[src/common/otsel_pkg.sv]
// Package for the output terminal signal selector: selection codes and reset values.
// Assumes a single control clock; all status inputs are already synchronous.
package otsel_pkg;
   // Polarity split: codes at or above this offset drive the inverted status
   localparam logic [7:0] OTSEL_NEG_OFS    = 8'h64; // 100
   localparam logic [7:0] OTSEL_NEG_MAX    = 8'hc7; // 199
   // Code 9999 selects no function
   localparam logic [13:0] OTSEL_NONE_CODE = 14'h270f;
   // Values after reset
   localparam logic [13:0] OTSEL_COL_RST   = 14'h0000; // running status
   localparam logic [13:0] OTSEL_RLY_RST   = 14'h0063; // fault status, 99
   // Base codes used by the status selector
   localparam logic [6:0] C_RUN  = 7'h00;
   localparam logic [6:0] C_UPF  = 7'h01;
   localparam logic [6:0] C_OVL  = 7'h03;
   localparam logic [6:0] C_FDT  = 7'h04;
   localparam logic [6:0] C_RGN  = 7'h07;
   localparam logic [6:0] C_ETH  = 7'h08;
   localparam logic [6:0] C_RDY  = 7'h0b;
   localparam logic [6:0] C_OC   = 7'h0c;
   localparam logic [6:0] C_LC   = 7'h0d;
   localparam logic [6:0] C_FBL  = 7'h0e;
   localparam logic [6:0] C_FBH  = 7'h0f;
   localparam logic [6:0] C_FWD  = 7'h10;
   localparam logic [6:0] C_FAN  = 7'h19;
   localparam logic [6:0] C_HS   = 7'h1a;
   localparam logic [6:0] C_BRN  = 7'h2e;
   localparam logic [6:0] C_PID  = 7'h2f;
   localparam logic [6:0] C_ERR  = 7'h30;
   localparam logic [6:0] C_RTY  = 7'h40;
   localparam logic [6:0] C_SLP  = 7'h46;
   localparam logic [6:0] C_PLS  = 7'h4f;
   localparam logic [6:0] C_LIFE = 7'h5a;
   localparam logic [6:0] C_F3   = 7'h5b;
   localparam logic [6:0] C_AVG  = 7'h5c;
   localparam logic [6:0] C_CUR  = 7'h5d;
   localparam logic [6:0] C_MNT  = 7'h5f;
   localparam logic [6:0] C_REM  = 7'h60;
   localparam logic [6:0] C_WRN  = 7'h62;
   localparam logic [6:0] C_FLT  = 7'h63;
   // Percent thresholds for pre-alarms and trip
   localparam logic [7:0] OTSEL_PRE_PCT  = 8'h55; // 85
   localparam logic [7:0] OTSEL_TRIP_PCT = 8'h64; // 100
   // Frequency in 0.01 Hz units; 0.01 Hz run threshold in permanent-magnet mode
   localparam logic [15:0] OTSEL_PM_RUN_HZ = 16'h0001;
endpackage : otsel_pkg

[src/rtl/otsel_top.sv]
// Output terminal function selector: two settings pick the status driving each terminal.
// Assumes all status inputs are synchronous to core_clk and computed elsewhere.
// Contract
// - Collector terminal has own selection, reset to code 0 running positive.
// - Relay terminal has own selection, reset to code 99 fault output.
// - Codes 0-99 positive; 100+N drives inverted form of code N.
// - Relay refuses 92, 93, 192, 193; collector accepts them.
// - Only the listed code set and 9999 are accepted; others are rejected.
// - Code 0 running at frequency at or above start threshold, not during DC braking; 0.01Hz in PM mode.
// - Code 1 asserts while output frequency has reached command.
// - Code 3 asserts while stall prevention is active.
// - Code 4 asserts at detection frequency; separate threshold in reverse.
// - Code 7 asserts at 85% of regenerative brake duty.
// - Code 8 asserts at 85% thermal accumulation; trip at 100%.
// - Code 11 ready after power-up reset, stays while startable or running.
// - Code 12 after current stays above level longer than detect time.
// - Code 13 after output stays below level longer than detect time.
// - Code 14 feedback below lower limit; code 15 above upper limit.
// - Code 16 asserts while loop control commands forward rotation.
// - Code 25 asserts on cooling fan fault.
// - Code 26 asserts at about 85% of heatsink overheat temperature.
// - Code 46 latches at brownout deceleration until released.
// - Code 47 asserts during closed-loop process control.
// - Code 48 when absolute loop deviation exceeds limit.
// - Code 99 asserts on fault, clears on fault reset.
// - Both terminals may select the same code independently.
`timescale 1ns/1ps
`default_nettype none
module otsel_top
   import otsel_pkg::*;
#(
   parameter int FW = 16, // frequency width, 0.01 Hz units
   parameter int IW = 16, // current width
   parameter int TW = 24  // detection time width in cycles
) (
   input  wire logic          core_clk,
   input  wire logic          resetn,
   // Selection settings
   input  wire logic [13:0]   collector_pin_select,
   input  wire logic          collector_sel_wr,
   input  wire logic [13:0]   relay_pin_select,
   input  wire logic          relay_sel_wr,
   // Frequency status
   input  wire logic [FW-1:0] out_freq,
   input  wire logic [FW-1:0] cmd_freq,
   input  wire logic [FW-1:0] start_speed_threshold,
   input  wire logic [FW-1:0] detect_freq_fwd,
   input  wire logic [FW-1:0] detect_freq_rev,
   input  wire logic          reverse_dir,
   input  wire logic          permanent_magnet_control,
   input  wire logic          dc_brake_active,
   // Protection status
   input  wire logic          current_limit_active,
   input  wire logic [7:0]    regen_duty_pct,
   input  wire logic [7:0]    thermal_pct,
   input  wire logic [7:0]    heatsink_pct,
   input  wire logic          fan_fault,
   input  wire logic          fault_event,
   input  wire logic          fault_reset,
   input  wire logic          init_done,
   input  wire logic          start_inhibit,
   // Current detection
   input  wire logic [IW-1:0] out_current,
   input  wire logic [IW-1:0] overcurrent_level,
   input  wire logic [TW-1:0] overcurrent_time,
   input  wire logic [IW-1:0] low_current_level,
   input  wire logic [TW-1:0] low_current_time,
   // Loop control
   input  wire logic          loop_active,
   input  wire logic [IW-1:0] loop_feedback,
   input  wire logic [IW-1:0] loop_fb_lower,
   input  wire logic [IW-1:0] loop_fb_upper,
   input  wire logic          loop_fwd_cmd,
   input  wire logic signed [IW:0] loop_error,
   input  wire logic [IW-1:0] loop_error_limit,
   // Brownout deceleration
   input  wire logic          brownout_decel_start,
   input  wire logic          brownout_release,
   // Other sources selected by the remaining codes
   input  wire logic [10:0]   aux_status,
   // Terminals and status
   output logic               collector_out,
   output logic               relay_out,
   output logic               thermal_trip,
   output logic               collector_sel_err,
   output logic               relay_sel_err
);
   logic [13:0] col_sel_ff, rly_sel_ff;
   logic        col_out_ff, rly_out_ff, trip_ff, col_err_ff, rly_err_ff;
   logic        brownout_ff, fault_ff;
   logic        col_ok, rly_ok, col_inv, rly_inv;
   logic [6:0]  col_base, rly_base;
   logic        oc_hit, lc_hit;

   // Validators for the stored and the incoming codes
   logic        col_new_ok, rly_new_ok;
   otsel_code_check #(.RELAY(1'b0)) u_col_new (
      .code   (collector_pin_select),
      .valid  (col_new_ok),
      .invert (),
      .base   ()
   );
   otsel_code_check #(.RELAY(1'b1)) u_rly_new (
      .code   (relay_pin_select),
      .valid  (rly_new_ok),
      .invert (),
      .base   ()
   );
   otsel_code_check #(.RELAY(1'b0)) u_col_cur (
      .code   (col_sel_ff),
      .valid  (col_ok),
      .invert (col_inv),
      .base   (col_base)
   );
   otsel_code_check #(.RELAY(1'b1)) u_rly_cur (
      .code   (rly_sel_ff),
      .valid  (rly_ok),
      .invert (rly_inv),
      .base   (rly_base)
   );

   // Continuity timers for the two current detectors
   otsel_cont_timer #(.W(TW)) u_oc (
      .core_clk (core_clk),
      .resetn   (resetn),
      .cond     (out_current > overcurrent_level),
      .limit    (overcurrent_time),
      .hit      (oc_hit)
   );
   otsel_cont_timer #(.W(TW)) u_lc (
      .core_clk (core_clk),
      .resetn   (resetn),
      .cond     (out_current < low_current_level),
      .limit    (low_current_time),
      .hit      (lc_hit)
   );

   // Status decode
   wire logic [FW-1:0] run_thr = permanent_magnet_control ? FW'(OTSEL_PM_RUN_HZ) : start_speed_threshold;
   wire logic          st_run  = (out_freq >= run_thr) && !dc_brake_active;
   wire logic          st_upf  = (out_freq >= cmd_freq);
   wire logic [FW-1:0] det_thr = reverse_dir ? detect_freq_rev : detect_freq_fwd;
   wire logic          st_fdt  = (out_freq >= det_thr);
   wire logic          st_rgn  = (regen_duty_pct >= OTSEL_PRE_PCT);
   wire logic          st_eth  = (thermal_pct >= OTSEL_PRE_PCT);
   wire logic          st_rdy  = init_done && !start_inhibit && !fault_ff;
   wire logic          st_fbl  = loop_active && (loop_feedback < loop_fb_lower);
   wire logic          st_fbh  = loop_active && (loop_feedback > loop_fb_upper);
   wire logic          st_fwd  = loop_active && loop_fwd_cmd;
   wire logic          st_hs   = (heatsink_pct >= OTSEL_PRE_PCT);
   wire logic [IW:0]   err_abs = loop_error[IW] ? (IW+1)'(-loop_error) : loop_error;
   wire logic          st_err  = loop_active && (err_abs > {1'b0, loop_error_limit});

   // Shared source selector; each terminal gets its own copy so both may pick the same code
   function automatic logic pick(input logic [6:0] b, input logic [10:0] st_a, input logic [15:0] st_b);
      case (b)
         C_RUN:  pick = st_b[0];
         C_UPF:  pick = st_b[1];
         C_OVL:  pick = st_b[2];
         C_FDT:  pick = st_b[3];
         C_RGN:  pick = st_b[4];
         C_ETH:  pick = st_b[5];
         C_RDY:  pick = st_b[6];
         C_OC:   pick = st_b[7];
         C_LC:   pick = st_b[8];
         C_FBL:  pick = st_b[9];
         C_FBH:  pick = st_b[10];
         C_FWD:  pick = st_b[11];
         C_FAN:  pick = st_b[12];
         C_HS:   pick = st_b[13];
         C_BRN:  pick = st_b[14];
         C_PID:  pick = st_b[15];
         C_ERR:  pick = st_a[10];
         C_RTY:  pick = st_a[0];
         C_SLP:  pick = st_a[1];
         C_PLS:  pick = st_a[2];
         C_LIFE: pick = st_a[3];
         C_F3:   pick = st_a[4];
         C_AVG:  pick = st_a[5];
         C_CUR:  pick = st_a[6];
         C_MNT:  pick = st_a[7];
         C_REM:  pick = st_a[8];
         C_WRN:  pick = st_a[9];
         C_FLT:  pick = st_a[10] & 1'b0;
         default: pick = 1'b0;
      endcase
   endfunction

   wire logic [15:0] st_main = {loop_active,
                                brownout_ff, st_hs, fan_fault,
                                st_fwd, st_fbh, st_fbl, lc_hit, oc_hit,
                                st_rdy, st_eth, st_rgn, st_fdt,
                                current_limit_active,
                                st_upf, st_run};
   wire logic [10:0] st_aux  = {st_err, aux_status[9:0]};
   wire logic col_pick = (col_base == C_FLT) ? fault_ff : pick(col_base, st_aux, st_main);
   wire logic rly_pick = (rly_base == C_FLT) ? fault_ff : pick(rly_base, st_aux, st_main);
   // Invalid stored code or 9999 leaves the terminal off
   wire logic col_nxt  = col_ok && (col_base != 7'h7f) && (col_pick ^ col_inv);
   wire logic rly_nxt  = rly_ok && (rly_base != 7'h7f) && (rly_pick ^ rly_inv);

   // Selection storage; a refused write keeps the old code
   always_ff @(posedge core_clk) begin
      if (!resetn) begin
         col_sel_ff <= OTSEL_COL_RST;
         rly_sel_ff <= OTSEL_RLY_RST;
         col_err_ff <= 1'b0;
         rly_err_ff <= 1'b0;
      end else begin
         if (collector_sel_wr) begin
            if (col_new_ok) col_sel_ff <= collector_pin_select;
            col_err_ff <= !col_new_ok;
         end
         if (relay_sel_wr) begin
            if (rly_new_ok) rly_sel_ff <= relay_pin_select;
            rly_err_ff <= !rly_new_ok;
         end
      end
   end

   // Brownout and fault latches: set wins over release so no event is lost; trip follows the level
   always_ff @(posedge core_clk) begin
      if (!resetn) begin
         brownout_ff <= 1'b0;
         fault_ff    <= 1'b0;
         trip_ff     <= 1'b0;
      end else begin
         brownout_ff <= brownout_decel_start || (brownout_ff && !brownout_release);
         fault_ff    <= fault_event || (fault_ff && !fault_reset);
         trip_ff     <= (thermal_pct >= OTSEL_TRIP_PCT);
      end
   end

   // Terminal registers, refreshed every cycle
   always_ff @(posedge core_clk) begin
      if (!resetn) begin
         col_out_ff <= 1'b0;
         rly_out_ff <= 1'b0;
      end else begin
         col_out_ff <= col_nxt;
         rly_out_ff <= rly_nxt;
      end
   end

   assign collector_out     = col_out_ff;
   assign relay_out         = rly_out_ff;
   assign thermal_trip      = trip_ff;
   assign collector_sel_err = col_err_ff;
   assign relay_sel_err     = rly_err_ff;
endmodule : otsel_top
`default_nettype wire

[src/rtl/otsel_code_check.sv]
// Code validator for one terminal selection setting.
// Assumes the code is a plain binary setting value written by software.
`timescale 1ns/1ps
`default_nettype none
module otsel_code_check
   import otsel_pkg::*;
#(
   parameter bit RELAY = 1'b0
) (
   input  wire logic [13:0] code,
   output logic             valid,
   output logic             invert,
   output logic [6:0]       base
);
   wire logic       is_none = (code == OTSEL_NONE_CODE);
   wire logic       in_rng  = (code <= {6'h00, OTSEL_NEG_MAX});
   wire logic       neg     = in_rng && (code[7:0] >= OTSEL_NEG_OFS);
   wire logic [7:0] b8      = neg ? code[7:0] - OTSEL_NEG_OFS : code[7:0];
   logic            listed;

   // Accepted base codes; relay refuses the pulse-type 92 and 93
   always_comb begin
      case (b8[6:0])
         C_RUN, C_UPF, C_OVL, C_FDT, C_RGN, C_ETH, C_RDY, C_OC, C_LC, C_FBL, C_FBH, C_FWD,
         C_FAN, C_HS, C_BRN, C_PID, C_ERR, C_RTY, C_SLP, C_PLS, C_LIFE, C_F3, C_MNT,
         C_REM, C_WRN, C_FLT: listed = 1'b1;
         C_AVG, C_CUR: listed = !RELAY;
         default: listed = 1'b0;
      endcase
   end

   assign valid  = is_none || (in_rng && !b8[7] && listed);
   assign invert = neg;
   assign base   = is_none ? 7'h7f : b8[6:0];
endmodule : otsel_code_check
`default_nettype wire

[src/rtl/otsel_cont_timer.sv]
// Continuity timer: output rises only after the condition has held longer than the limit.
// Assumes the limit is in control clock cycles and steady while counting.
`timescale 1ns/1ps
`default_nettype none
module otsel_cont_timer
   import otsel_pkg::*;
#(
   parameter int W = 24
) (
   input  wire logic         core_clk,
   input  wire logic         resetn,
   input  wire logic         cond,
   input  wire logic [W-1:0] limit,
   output logic              hit
);
   logic [W-1:0] cnt_ff;
   logic         hit_ff;
   wire logic    over = (cnt_ff > limit);

   // Any break in the condition restarts the count
   always_ff @(posedge core_clk) begin
      if (!resetn || !cond) begin
         cnt_ff <= '0;
         hit_ff <= 1'b0;
      end else begin
         if (!over) cnt_ff <= cnt_ff + 1'b1;
         hit_ff <= over;
      end
   end
   assign hit = hit_ff;
endmodule : otsel_cont_timer
`default_nettype wire

[config.mk]
export PLATFORM = sky130hd
export DESIGN_NAME = otsel_top
export DESIGN_NICKNAME = d
export VERILOG_FILES = /design/src/common/otsel_pkg.sv /design/src/rtl/otsel_top.sv /design/src/rtl/otsel_code_check.sv /design/src/rtl/otsel_cont_timer.sv
export SDC_FILE = /design/constraint.sdc
export NUM_CORES = 1
export LEC_CHECK = 0
export ABC_CLOCK_PERIOD_IN_PS = 6450
export BUFFER_PORTS_ARGS = -buffer_cell sky130_fd_sc_hd__clkbuf_2
export CORE_UTILIZATION = 50
export CTS_BUF_LIST = sky130_fd_sc_hd__clkbuf_16
export CTS_CLUSTER_DIAMETER = 30
export DETAILED_ROUTE_END_ITERATION = 8
export GPL_TIMING_DRIVEN = 0
export PLACE_DENSITY = 0.78
export SLEW_MARGIN = 20
export SYNTH_ARGS = -nofsm -noshare
export SYNTH_HDL_FRONTEND = slang
export SYNTH_SLANG_ARGS = --single-unit
[constraint.sdc]
create_clock -name core_clk -period 6.45 [get_ports core_clk]
set_input_delay 0.645 -clock core_clk [delete_from_list [all_inputs] [get_ports core_clk]]
set_output_delay 0.645 -clock core_clk [all_outputs]
set_load 0.03 [all_outputs]
==> metrics.yaml, run 1 <==
power_and_ir_drop:
  power_frac_seq: 0.344
  combPwrFrac: 0.316
  sw_frac_of_total: 0.320
  power_density_mw_per_mm2: 111
  power_switching_mw: 0.499
  p_clk_frac: 0.340
  vdd.ir_drop.worst_mv: 0.150
  total_power_mw: 1.56
  p_int_mw: 1.06
  leakage_nw: 7.11
placed_design:
  routabilityCongestion: 0.946
  hpwl_mm: 29.2
  io_buffer_count: 337
global_route:
  antenna_found_initial: 8
  gr-total-overflow: 0
  grt_pass1_wl_mm: 55.8
  grt_pass1_vias: 11900
  grt_max_degree: 16
  grt_use_total: 0.282
die:
  dieArea_mm2: 0.0240
  initial_core_util: 0.513
  ios: 342
  core_mm2: 0.0228
  die_h_um: 155
  num_rows: 55
  die-width_um: 155
drt:
  drt_iter0_drc: 845
  post_drt_wl_per_cell_um: 15.7
  drtAntennaViolNets: 0
  first_pass_iters: 7
  via_per_inst: 5.68
  num_vias: 12600
  drt_wl_total_mm: 34.9
  drc: 0
critical_path:
  worstPathArrival_ns: 4.84
  worst-path-max-fanout: 3
  crit_required_ns: 6.71
  endpoint_kind: "flop"
  path_class: "input pin to flop"
  start_kind: "input pin"
sta:
  final_hold_viol_count: 0
  worst_pin_slew_ns: 0.916
  rsz0062_at_grt: "no"
  fin_setup_tns_ns: 0
  slew_headroom: 0.384
  period_share: 0.709
  timing.final.crit_period_ns: 4.58
  setup_viol: 0
  drv_slew: 0
  fin_skew_ns: 0.00719
  fmax_mhz: 219
synth:
  synthArstFlopShare: 0
  synth_warnings: 0
  syn_area_per_cell_um2: 7.54
  synth.distinct_cells: 85
  netlist_instances: 1549
  synth_edf_count: 0
  ys.flop_type: "dfxtp_1"
  seq_area_frac_synth: 0.146
  netlist_area_mm2: 0.0117
  syn-num-nets: 2095
  ys_ff_latch: 85
cts:
  clockBufferDepth: 2
  clock-sinks: 85
  cts_root_buffer: "clkbuf_16"
  cts_setup_buffers: 0
  post_cts_resized: 0
  cts_hold_buf: 0
  htree_levels: 3
  insertion_delay_ns: 0.35
  clk_pin_slew_ns: 0.06
  cts_tree: "done"
  cts_made_buffers: 9
job:
  drv_cap: 0
layout:
  final_common_cell: "clkbuf_2"
  layout-drive-gt1-share: 0.209
  layout.nets: 2443
  finish.utilization: 0.618
  area_growth_pct: 20.5
  fillers: 2126
  layout_common_cells: "clkbuf_2 (337), ha_1 (209), inv_1 (188)"
worst_hold_path:
  hp-class: "flop to flop"
outcome:
  status: "completed"
synthesized netlist by cell type (35+ instances only):
library cell	n	area, µm²
a21oi_1	63	315
xnor2_1	54	473
ha_1	209	2620
a21o_1	37	278
dfxtp_1	85	1700
o21ai_0	67	335
nand4_1	55	344
nor3_1	35	175
nand3_1	58	290
clkbuf_1	39	146
mux2i_1	50	500
inv_1	188	706
nand2_1	101	379
nor2_1	122	458
logic make-up after synthesis:
logic type      Yosys count  share of synthesized area
flops                    85                      0.146
compound gates          353                      0.213
xor+xnor                 76                     0.0570
buf+inv                 242                     0.0805
simple gates            527                      0.231
fa+ha+maj               209                      0.224
mux                      57                     0.0496
metal layers:
metal  GRT usage  routed length [µm]  vias up
li1            -                   -     6317
met1       0.331               14600     5768
met2       0.508               17300      485
met3      0.0446                2100       55
met4       0.117                 844        0
met5           0                   0        -
final timing paths:
kind | from | endpoint | slack [ns] | depth (start not counted)
max | loop_error[7] | relay_out | 1.87 | 18
min | col_sel_ff[13] | col_sel_ff[13] | 0.48 | 1
max reg2reg | rly_sel_ff[2] | relay_out | 2.17 | 13
min reg2reg | col_sel_ff[13] | col_sel_ff[13] | 0.48 | 1
registers in the layout, summed over array words and instances (netlist names):
register,cells
relay_out,1
fault_ff,1
rly_sel_ff,14
u_lc.hit,1
relay_sel_err,1
brownout_ff,1
thermal_trip,1
collector_out,1
col_sel_ff,14
u_oc.cnt_ff,24
collector_sel_err,1
u_lc.cnt_ff,24
u_oc.hit,1
critical path, stage by stage:
cell	delay [ns]
clkbuf_2	0.09
or4_1	0.56
or3_1	0.36
or3_1	0.34
or2_2	0.29
o21ai_0	0.19
xnor2_1	0.09
ha_1	0.29
nand2_1	0.07
nor3_1	0.27
a21oi_1	0.13
a22o_1	0.19
a31oi_1	0.27
o41a_1	0.22
a41oi_1	0.04
or2_0	0.30
o31a_1	0.26
nor4_2	0.24
final cells by class:
cell class	instances	area, µm²	share of cell area
multi-input combinational	1222	9040	0.642
sequential	85	1700	0.121
timing repair buffer	337	1690	0.120
inverter	191	717	0.0509
tap	313	392	0.0278
clock buffer	9	225	0.0160
buffer	51	224	0.0159
clock inverter	7	73.8	0.00524
antenna	8	20.0	0.00142
power groups by stage:
stage               Sequential (mW)  Clock (mW)  Combinational [mW]
finish                        0.536       0.530               0.493
detailed placement            0.547           0               0.489
global route                  0.536       0.562               0.554
global placement              0.547           0               0.472
floorplan                     0.550           0               0.278
CTS                           0.535       0.542               0.492
per-stage QoR:
stage | worst slack (ns) | instances | cell area (µm²) | hold WS, ns
final | 1.87 | 2223 | 14100 | 0.480
after global routing | 1.56 | 2223 | 14100 | 0.495
after floorplan | 2.05 | 1549 | 11700 | 0.442
after detailed placement | 1.51 | 2199 | 13800 | 0.465
after global placement | 1.51 | 2199 | 13800 | 0.454
after CTS | 1.88 | 2215 | 14100 | 0.481
No activity file was read; power rests on OpenSTA's default activity.
==> run 2: changes to the inputs <==
Settings changed: ABC_CLOCK_PERIOD_IN_PS 6450 to 3940, CORE_UTILIZATION 50 to 49, PLACE_DENSITY 0.78 to 0.79.
Clock period 6.45 ns to 3.94 ns, I/O delays scaled along.
==> run 2 against run 1 <==
The run now ends with negative setup slack left; first-iteration DRC count shrank 19%; clock skew grew 0.0025 ns; largest cell class unchanged; clock power grew 54%; via count grew 1.5%.
==> metrics.yaml, run 2 (synthesis results as in run 1) <==
drt:
  first_pass_iters: 5
  wl_met3_mm: 2.33
  wl_met1_mm: 14.8
  wl_met2_mm: 17.4
  num_vias: 12800
  drt_iter0_drc: 688
  drt_wl_total_mm: 35.7
  drc: 0
  top_layer_used: "met4"
  post_drt_wl_per_cell_um: 15.9
  drtAntennaViolNets: 0
  via_per_inst: 5.72
cts:
  clk_pin_slew_ns: 0.06
  cts_hold_buf: 0
  cts_tree: "done"
  htree_levels: 3
  clockBufferDepth: 2
  cts_root_buffer: "clkbuf_16"
  clock-sinks: 85
  cts_made_buffers: 9
  insertion_delay_ns: 0.35
global_route:
  grt_pass1_wl_mm: 57.9
  grt_pass1_vias: 12300
  antenna_found_initial: 10
  grt_use_total: 0.290
  grt_max_degree: 17
  gr-total-overflow: 0
sta:
  timing.final.crit_period_ns: 4.02
  slew_headroom: 0.430
  period_share: 1.02
  worst_pin_slew_ns: 0.847
  fin_skew_ns: 0.00967
  rsz0062_at_grt: "yes"
  drv_slew: 0
  final_hold_viol_count: 0
  timing.final.ws_setup_ns: -0.0780
  fin_setup_tns_ns: -0.142
  setup_viol: 2
  fmax_mhz: 249
layout:
  final_cell_area_mm2: 0.0143
  layout-drive-gt1-share: 0.225
  area_growth_pct: 22.2
  layout_common_cells: "clkbuf_2 (341), ha_1 (209), inv_1 (188)"
  fillers: 2185
  final_common_cell: "clkbuf_2"
  top_regs: "u_lc.cnt_ff x24, u_oc.cnt_ff x24"
  finish.utilization: 0.610
  layout.nets: 2451
critical_path:
  r2r_start: "rly_sel_ff[2]"
  crit_required_ns: 4.19
  cp-startpoint: "loop_error[7]"
  worst-path-max-fanout: 3
  worstPathArrival_ns: 4.27
  path_class: "input pin to flop"
  start_kind: "input pin"
  endpoint_kind: "flop"
power_and_ir_drop:
  power_density_mw_per_mm2: 177
  total_power_mw: 2.53
  vdd.ir_drop.worst_mv: 0.189
  leakage_nw: 7.19
outcome:
  failed_checks: "negative setup slack"
  status: "finished with violations"
die:
  die_h_um: 156
  num_rows: 56
  initial_core_util: 0.499
  ios: 342
  die-width_um: 156
  core_mm2: 0.0234
  dieArea_mm2: 0.0245
placed_design:
  hpwl_mm: 29.4
  io_buffer_count: 337
  routabilityCongestion: 0.964
  dpl_cell_area_mm2: 0.0138
  pre_cts_ws_ns: -0.705
job:
  drv_cap: 0
worst_hold_path:
  hp-class: "input pin to flop"
  hold_start: "fault_event"
run 2: worst paths after layout:
check | to | slack, ns | cells after the start
worst max-delay path | relay_out | -0.08 | 18
worst min-delay path | fault_ff | 0.26 | 2
worst max register to register | relay_out | -0.02 | 13
worst min register to register | col_sel_ff[10] | 0.48 | 1
run 2: power by group:
part	leakage (nW)	internal [mW]	switching (mW)
sequential	0.687	0.867	0.00932
combinational	6.37	0.385	0.448
clock	0.132	0.435	0.381
total	7.19	1.69	0.838
run 2: per-stage QoR:
step           instances  hold slack [ns]
2_1_floorplan       1549            0.442
3_3_place_gp        2205            0.452
3_5_place_dp        2205            0.466
4_1_cts             2226            0.239
5_1_grt             2239            0.267
6_report            2239            0.256
run 2: cell type report:
cell class / instances / area (µm²) / area share
clock inverter: 7 / 56.3 / 0.00394
inverter: 191 / 721 / 0.0504
timing repair buffer: 344 / 1740 / 0.122
tap: 319 / 399 / 0.0279
clock buffer: 9 / 225 / 0.0158
buffer: 51 / 229 / 0.0160
antenna: 10 / 25.0 / 0.00175
multi-input combinational: 1223 / 9190 / 0.643
sequential: 85 / 1700 / 0.119
run 2: layer usage:
layer,up-vias,global-route usage
met3,91,0.0462
met2,540,0.513
li1,6348,-
met5,-,0
met1,5833,0.339
met4,0,0.139
run 2: worst max-delay path: stages:
cell      delay [ns]
clkbuf_2        0.10
or4_4           0.53
or3_4           0.36
or3_4           0.34
or2_4           0.25
o41ai_4         0.23
xnor2_1         0.16
ha_1            0.27
nand2_1         0.08
nor2_1          0.05
a21oi_2         0.17
a22o_1          0.19
a31oi_4         0.06
o41a_1          0.43
a41oi_1         0.15
or2_1           0.17
nor4_1          0.07
nor4_2          0.28
run 2: timing repair:
action | in CTS | in global routing
setup endpoints to repair | 2 | 20
pin swaps | 11 | 8
gates resized for setup | 14 | 18
setup buffers | 5 | 2
gates cloned | 0 | 1
